### src/core/hrw_pkg.sv
/*
  Package for the hibernation seconds counter with its write interface:
  register offsets, field positions, reset values and tick constants.
  Assumes a single 20 MHz system clock and an AHB-Lite register bus.
*/
package hrw_pkg;
  // System clock
  localparam int unsigned SYS_CLK_HZ = 20000000;
  // Counter tick period in seconds
  localparam int unsigned TICK_PERIOD_S = 1;
  // Oscillator rates for the two clock sources
  localparam int unsigned XTAL_HZ = 4194304;
  localparam int unsigned EXT_OSC_HZ = 32768;
  // Oscillator edges per counter tick, one per source
  localparam int unsigned XTAL_DIV = XTAL_HZ * TICK_PERIOD_S;
  localparam int unsigned EXT_DIV = EXT_OSC_HZ * TICK_PERIOD_S;
  // Prescaler width, large enough for the crystal divider
  localparam int unsigned PRESC_W = 23;

  // Register byte offsets
  localparam logic [7:0] OFF_CTL = 8'h00;
  localparam logic [7:0] OFF_CNT = 8'h04;
  localparam logic [7:0] OFF_MATCH0 = 8'h08;
  localparam logic [7:0] OFF_MATCH1 = 8'h0c;
  localparam logic [7:0] OFF_LOAD = 8'h10;
  localparam logic [7:0] OFF_TRIM = 8'h14;
  localparam logic [7:0] OFF_STAT = 8'h18;
  localparam logic [7:0] OFF_DATA = 8'h40;
  // Retained words and their index width
  localparam int unsigned DATA_WORDS = 16;
  localparam int unsigned DATA_IW = 4;

  // Control register bit positions
  localparam int unsigned CTL_EN_BIT = 0;
  localparam int unsigned CTL_SEL_BIT = 1;
  localparam int unsigned CTL_VKEEP_BIT = 2;
  localparam int unsigned CTL_WRC_BIT = 3;
  // Status register bit positions
  localparam int unsigned STAT_MATCH_BIT = 0;
  localparam int unsigned STAT_HAZ_BIT = 1;

  // Reset values
  localparam logic [31:0] RST_WORD = 32'h0000_0000;
  localparam logic RST_WRC = 1'b1;

  // AHB codes
  localparam logic [2:0] HSIZE_WORD = 3'h2;
  localparam logic RESP_OKAY = 1'b0;

  // Bus transfer held between address and data phase
  typedef struct packed {
    logic valid;
    logic write;
    logic [7:0] addr;
  } hrw_xfer_type;

  // Slow-domain write waiting for an oscillator edge
  typedef struct packed {
    logic busy;
    logic [7:0] addr;
    logic [31:0] data;
  } hrw_pend_type;
endpackage : hrw_pkg

### src/core/hrw_core.sv
/*
  Hibernation seconds counter with its write-crossing interface.
  Holds the control, counter, match, load, trim and retained-data
  registers, an AHB-Lite slave and the oscillator-driven tick.
  Assumes the oscillator pins are asynchronous to clk_i and that
  the AHB master shares clk_i.
*/
// Added by the designer: the AHB-Lite register port and the address map.
// Function
// slow writes cross on oscillator edge, set flag
// software verifies slow writes by reading back
// write-complete flag ignores software writes
// software polls flag before control writes
// software uses read-modify-write on control
// write meeting a tick is flagged hazard
// software avoids writes on tick boundaries
// software programs everything before enabling counter
// match interrupt serviced within one second
// one-shot timer bounds the safe window
// software never selects supply-kept hibernate mode
// clock source is crystal or external oscillator
// counter ticks each second, match pulses
`timescale 1ns/1ps
module hrw_core
  import hrw_pkg::*;
#(
  parameter int unsigned XTAL_EDGES = XTAL_DIV, // Crystal edges per tick
  parameter int unsigned EXT_EDGES = EXT_DIV // External edges per tick
) (
  input wire logic clk_i,
  input wire logic resetn_i,
  input wire logic hsel_i,
  input wire logic [31:0] haddr_i,
  input wire logic [1:0] htrans_i,
  input wire logic hwrite_i,
  input wire logic [2:0] hsize_i,
  input wire logic [31:0] hwdata_i,
  input wire logic hready_i,
  input wire logic xtal_clk_i, // Crystal oscillator output
  input wire logic ext_osc_i, // External oscillator
  output logic [31:0] hrdata_o,
  output logic hreadyout_o,
  output logic hresp_o,
  output logic match_o // One-cycle pulse on a match
);

  // Whole module state
  typedef struct packed {
    logic en;
    logic sel; // 0 crystal, 1 external oscillator
    logic vkeep; // Supply-kept hibernate mode select
    logic write_complete_flag; // Write-complete flag
    hrw_pend_type pend;
    logic [31:0] cnt;
    logic [31:0] m0;
    logic [31:0] m1;
    logic [31:0] ld;
    logic [31:0] trim;
    logic [DATA_WORDS-1:0][31:0] mem;
    logic [PRESC_W-1:0] presc;
    logic match_flag;
    logic haz_flag;
    logic match_pulse;
    logic [2:0] xs; // Crystal synchroniser and edge stage
    logic [2:0] es; // External synchroniser and edge stage
    hrw_xfer_type ap;
    logic rd_stage;
    logic [31:0] rdata;
    logic ready;
    logic resp;
  } hrw_state_type;

  hrw_state_type st_r;
  hrw_state_type st_nxt;

  // Decode a slow-domain register address
  function automatic logic slow_hit(input logic [7:0] a);
    slow_hit = (a == OFF_CNT) || (a == OFF_MATCH0) || (a == OFF_MATCH1) ||
               (a == OFF_LOAD) || (a == OFF_TRIM) || (a[7:6] == OFF_DATA[7:6]);
  endfunction : slow_hit

  // Combinational helpers
  logic osc_edge; // Edge of the selected oscillator
  logic tick; // One-second step
  logic apply; // Pending write lands now
  logic [PRESC_W-1:0] last_cnt; // Terminal prescaler value
  logic accept; // Address phase taken
  logic [31:0] cnt_next;

  // Next-state logic
  always_comb begin
    st_nxt = st_r;
    // Two-flop synchronisers, third stage for edge detect only
    st_nxt.xs = {st_r.xs[1:0], xtal_clk_i};
    st_nxt.es = {st_r.es[1:0], ext_osc_i};
    // Source select and tick generation
    osc_edge = st_r.sel ? (st_r.es[1] & ~st_r.es[2]) : (st_r.xs[1] & ~st_r.xs[2]);
    last_cnt = st_r.sel ? PRESC_W'(EXT_EDGES - 1) : PRESC_W'(XTAL_EDGES - 1);
    tick = st_r.en && osc_edge && (st_r.presc >= last_cnt);
    apply = st_r.pend.busy && osc_edge;
    if (!st_r.en) begin
      st_nxt.presc = '0;
    end else if (osc_edge) begin
      st_nxt.presc = tick ? '0 : st_r.presc + PRESC_W'(1);
    end
    // Counter step
    cnt_next = st_r.cnt + 32'h0000_0001;
    st_nxt.match_pulse = 1'b0;
    if (tick) begin
      st_nxt.cnt = cnt_next;
      if (cnt_next == st_r.m0 || cnt_next == st_r.m1) begin
        st_nxt.match_flag = 1'b1;
        st_nxt.match_pulse = 1'b1;
      end
    end
    // Pending slow write lands on the oscillator edge
    if (apply) begin
      st_nxt.pend.busy = 1'b0;
      st_nxt.write_complete_flag = 1'b1;
      if (tick) begin
        st_nxt.haz_flag = 1'b1;
      end
      case (st_r.pend.addr)
        OFF_CNT: begin
          st_nxt.cnt = st_r.pend.data;
        end
        OFF_LOAD: begin
          st_nxt.ld = st_r.pend.data;
          st_nxt.cnt = st_r.pend.data;
        end
        OFF_MATCH0: begin
          st_nxt.m0 = st_r.pend.data;
        end
        OFF_MATCH1: begin
          st_nxt.m1 = st_r.pend.data;
        end
        OFF_TRIM: begin
          st_nxt.trim = st_r.pend.data;
        end
        default: begin
          // Retained data word
          st_nxt.mem[st_r.pend.addr[DATA_IW+1:2]] = st_r.pend.data;
        end
      endcase
    end
    // Bus address phase, captured only while the bus is ready
    accept = hsel_i && htrans_i[1] && hready_i && (hsize_i == HSIZE_WORD);
    if (hready_i) begin
      st_nxt.ap.valid = accept;
      st_nxt.ap.write = hwrite_i;
      st_nxt.ap.addr = haddr_i[7:0];
    end
    st_nxt.resp = RESP_OKAY;
    // A read taken now holds ready low through its first data cycle,
    // so the master never samples a stale word
    st_nxt.ready = !(accept && !hwrite_i);
    st_nxt.rd_stage = accept && !hwrite_i;
    // Bus data phase, writes
    if (st_r.ap.valid && st_r.ap.write) begin
      case (st_r.ap.addr)
        OFF_CTL: begin
          st_nxt.en = hwdata_i[CTL_EN_BIT];
          st_nxt.sel = hwdata_i[CTL_SEL_BIT];
          st_nxt.vkeep = hwdata_i[CTL_VKEEP_BIT];
          // Write-complete bit is not writable
        end
        OFF_STAT: begin
          // Write one to clear, a new event wins
          if (hwdata_i[STAT_MATCH_BIT] && !(tick && st_nxt.match_pulse)) begin
            st_nxt.match_flag = 1'b0;
          end
          if (hwdata_i[STAT_HAZ_BIT] && !(apply && tick)) begin
            st_nxt.haz_flag = 1'b0;
          end
        end
        default: begin
          // Slow register, taken only while no write is in flight
          if (slow_hit(st_r.ap.addr) && !st_r.pend.busy) begin
            st_nxt.pend.busy = 1'b1;
            st_nxt.pend.addr = st_r.ap.addr;
            st_nxt.pend.data = hwdata_i;
            st_nxt.write_complete_flag = 1'b0;
          end
        end
      endcase
    end
    // Bus data phase, reads: the wait cycle fetches the word
    if (st_r.rd_stage) begin
      st_nxt.ap.valid = 1'b0;
      case (st_r.ap.addr)
        OFF_CTL: begin
          st_nxt.rdata = RST_WORD;
          st_nxt.rdata[CTL_EN_BIT] = st_r.en;
          st_nxt.rdata[CTL_SEL_BIT] = st_r.sel;
          st_nxt.rdata[CTL_VKEEP_BIT] = st_r.vkeep;
          st_nxt.rdata[CTL_WRC_BIT] = st_r.write_complete_flag;
        end
        OFF_CNT: begin
          st_nxt.rdata = st_r.cnt;
        end
        OFF_MATCH0: begin
          st_nxt.rdata = st_r.m0;
        end
        OFF_MATCH1: begin
          st_nxt.rdata = st_r.m1;
        end
        OFF_LOAD: begin
          st_nxt.rdata = st_r.ld;
        end
        OFF_TRIM: begin
          st_nxt.rdata = st_r.trim;
        end
        OFF_STAT: begin
          st_nxt.rdata = RST_WORD;
          st_nxt.rdata[STAT_MATCH_BIT] = st_r.match_flag;
          st_nxt.rdata[STAT_HAZ_BIT] = st_r.haz_flag;
        end
        default: begin
          // Retained data or unmapped
          st_nxt.rdata = slow_hit(st_r.ap.addr) ? st_r.mem[st_r.ap.addr[DATA_IW+1:2]] : RST_WORD;
        end
      endcase
    end
  end

  // State register, synchronous active-low reset
  always_ff @(posedge clk_i) begin
    if (!resetn_i) begin
      st_r <= '0;
      st_r.write_complete_flag <= RST_WRC;
      st_r.ready <= 1'b1;
    end else begin
      st_r <= st_nxt;
    end
  end

  // Outputs straight from the state register
  assign hrdata_o = st_r.rdata;
  assign hreadyout_o = st_r.ready;
  assign hresp_o = st_r.resp;
  assign match_o = st_r.match_pulse;
endmodule : hrw_core

### config.mk
export PLATFORM = sky130hd
export DESIGN_NAME = hrw_core
export DESIGN_NICKNAME = d
export VERILOG_FILES = /design/src/core/hrw_pkg.sv /design/src/core/hrw_core.sv
export SDC_FILE = /design/constraint.sdc
export NUM_CORES = 2
export LEC_CHECK = 0
export BUFFER_PORTS_ARGS = -buffer_cell sky130_fd_sc_hd__buf_2
export CAP_MARGIN = 20
export CELL_PAD_IN_SITES_DETAIL_PLACEMENT = 0
export CELL_PAD_IN_SITES_GLOBAL_PLACEMENT = 1
export CORE_UTILIZATION = 48
export DETAILED_ROUTE_END_ITERATION = 6
export PLACE_DENSITY = 0.79
export SLEW_MARGIN = 20
export SYNTH_ARGS = -nofsm -noshare
export SYNTH_HDL_FRONTEND = slang
export SYNTH_SLANG_ARGS = --single-unit
### constraint.sdc
create_clock -name clk_i -period 3.33 [get_ports clk_i]
set_input_delay 0.1665 -clock clk_i [delete_from_list [all_inputs] [get_ports clk_i]]
set_output_delay 0.1665 -clock clk_i [all_outputs]
set_load 0.01 [all_outputs]
==> metrics.txt <==
num ports 111; worst hold margin 0.0404 ns; RSZ-0062 raised after global routing no; failing checks design-rule violations; grt peak-use layer met2; first-pass GRT wire length 178000 um; crit path DAT 3.68 ns; crit-path cells ha_1 -> and4_1 -> nand4_1 -> or3b_1 -> xor2_1 -> a221o_1 -> nor4_1 -> nand4_1 -> a31oi_1; status complete, but fails checks; Async SR Flop Fraction 0%; Seq pwr share 47.4%; Switching Share 22.4%; Worst-Skew Late Latency 0.65 ns; CP Depth 9; crit-path most repeated cell nand4_1; Buf+Inv Stages, Crit Path 0; most frequent cells in the layout nand2_1, dfxtp_1, a21oi_1; Yosys warning count 0; IR Drop Worst-Case VDD 0.310 mV; commonest non-fill, non-tap cell in the layout nand2_1; GR Layer Usage met1 42.2%; Post-DP HPWL 71600 um; Worst setup startpoint st_r[718]$_SDFF_PN0_; syn_nets 4334; Initial DRT Pass Iterations 7; met3 Use GR 3.99%; Logic pwr share 2.9%; die span in y 274 um; H-tree Lvls 3; synth unique cells 73; Slew Limit Fails 0; area occupied by multi-input gates 0.0179 sq mm; # rows 99; FMAX 320 MHz; register area 0.0159 sq mm; Synth Area per Inst 8.35 sq um; final WL 118000 um; CTS Buf Count 87; Die Area 0.0750 sq mm; cell-internal power 15.6 mW; #FFs+latches synth 793; Starting Density 48.6%; endpoints failing setup 0; Net count, final 4265; IO buf count 84; fin crit period 3.12 ns; largest net degree at the start of global routing 109; GP Congestion 0.979; R2R Path Start st_r[718]$_SDFF_PN0_; DRC Markers 14; Resize count post-CTS 0; Core Footprint 0.0731 sq mm; required time of the critical path 3.89 ns; pwr dens 499 mW/mm^2; clk sink count 793; critical path's largest stage delay 0.47 ns; Vias/cell 5.84; leak pwr 13.1 nW; Post-Syn Area 0.0355 sq mm; Main synth FF type dfxtp_1; # Post-CTS Setup Buffers 0; Reg2Reg Depth 9; Worst-path clk slew 0.06 ns; post-route ant nets 0; relative slew slack 19.8%; total negative setup slack 0 ns; vias in the first global route 28.6k; area delta synth->final 13.6%; Final Hold Fails 0; Tightest Pin Transition 1.20 ns; routed len/inst 22.6 um; Clock Path Buffers 3; vias after detailed routing 30.4k; Post-synth EDFFs 0; Die X 274 um; CP Capture Type flip-flop; final-layout fill cell count 6755; NetSw 4.50 mW; CP max stage cell dfxtp_1; Post-Synthesis Cells 4249; gr usage total 31.1%; maxcap violations 0; hold buffers post-CTS 46; WS Path Type flip-flop to flip-flop; Critical Path Fanout Max 6; origin of the worst min-delay path hready_i; total grt overflow 0; number of diodes 0; post-synthesis sequential area ratio 44.7%; worst min path class input port to flip-flop; Tcrit/Tclk final 93.7%; hold path depth 3; Startpoint Class flip-flop; share of cells above drive strength 1 14.3%; clock power share 49.6%; GRT met2 Usage 50.6%; Worst Clk Skew 0.0254 ns; CTS tree built; Root Buffer clkbuf_16; critical path's top delay family simple AND/OR/NAND/NOR gates; initial antenna violation count 2; DR iter-0 viols 3444
## worst paths after layout
path | end | slack (ns)
worst max register to register | st_r[53]$_SDFF_PN0_ | 0.21
worst max-delay path | st_r[53]$_SDFF_PN0_ | 0.21
worst min-delay path | st_r[43]$_SDFFE_PN0P_ | 0.04
worst min register to register | st_r[788]$_SDFFE_PN0P_ | 0.43
## power groups by stage
stage / Sequential (mW) / Combinational [mW] / Clock [mW]
6_report: 9.53 / 0.591 / 9.98
2_1_floorplan: 9.71 / 0.368 / 0
3_5_place_dp: 9.74 / 0.552 / 0
3_3_place_gp: 9.74 / 0.552 / 0
5_1_grt: 9.53 / 0.627 / 10.5
4_1_cts: 9.53 / 0.591 / 10.1
## cells by family (layout without fill, tap and decap cells)
family / Yosys count / after routing / synth area share (%)
AND/OR/NAND/NOR: 1720 / 1720 / 20.0
adder cells (fa/ha/maj): 9 / 9 / 0.317
XOR/XNOR: 128 / 128 / 3.36
other: 1 / 1 / 0.0106
flip-flops: 793 / 793 / 44.7
buffers and inverters: 446 / 446 / 5.40
AO/OA/AOI/OAI: 929 / 929 / 14.2
multiplexers: 223 / 223 / 12.0
## final cells by class
| class | count | share of cell area, % |
|---|---|---|
| Inverter | 8 | 0.0931 |
| Sequential cell | 793 | 39.4 |
| Multi-Input combinational cell | 3010 | 44.4 |
| Clock inverter | 28 | 0.841 |
| Clock buffer | 130 | 6.53 |
| Timing Repair Buffer | 280 | 5.76 |
| Tap cell | 959 | 2.98 |
## per-layer routing
metal	share of wire (%)	wire [um]
met1	43	50100
met2	47	55300
met3	7.0	8240
met4	3.4	3970
met5	0.023	27
## worst reg2reg max path: cells and delay by family (launching register included)
| family | cells | cell delay (ns) |
|---|---|---|
| adder cells (fa/ha/maj) | 1 | 0.36 |
| AND/OR/NAND/NOR | 5 | 1.43 |
| XOR/XNOR | 1 | 0.20 |
| AO/OA/AOI/OAI | 2 | 0.60 |
| flip-flops | 1 | 0.47 |
## cell usage after synthesis (29+ instances only)
cell type / number / area, sq um
mux2i_1: 56 / 561
a21oi_1: 730 / 3650
buf_4: 48 / 360
dfxtp_1: 793 / 15900
o21ai_0: 78 / 390
xor2_1: 48 / 420
xnor2_1: 75 / 657
nor3_1: 29 / 145
a22oi_1: 35 / 263
nor2_1: 137 / 514
mux4_2: 160 / 3600
clkbuf_1: 347 / 1300
nand2_1: 1369 / 5140
nand4_1: 38 / 238
## metrics by stage
step	util, %	instances	setup WS, ns	total power, mW	area [sq um]
6_report	55.1	5208	0.208	20.1	40300
5_1_grt	55.1	5208	0.0592	20.6	40300
4_1_cts	55.1	5208	0.299	20.2	40300
3_5_place_dp	50.4	5004	0.321	10.3	36900
3_3_place_gp	50.4	5004	0.312	10.3	36900
2_1_floorplan	-	4249	0.603	10.1	35500
No activity file was read; power rests on OpenSTA's default activity.
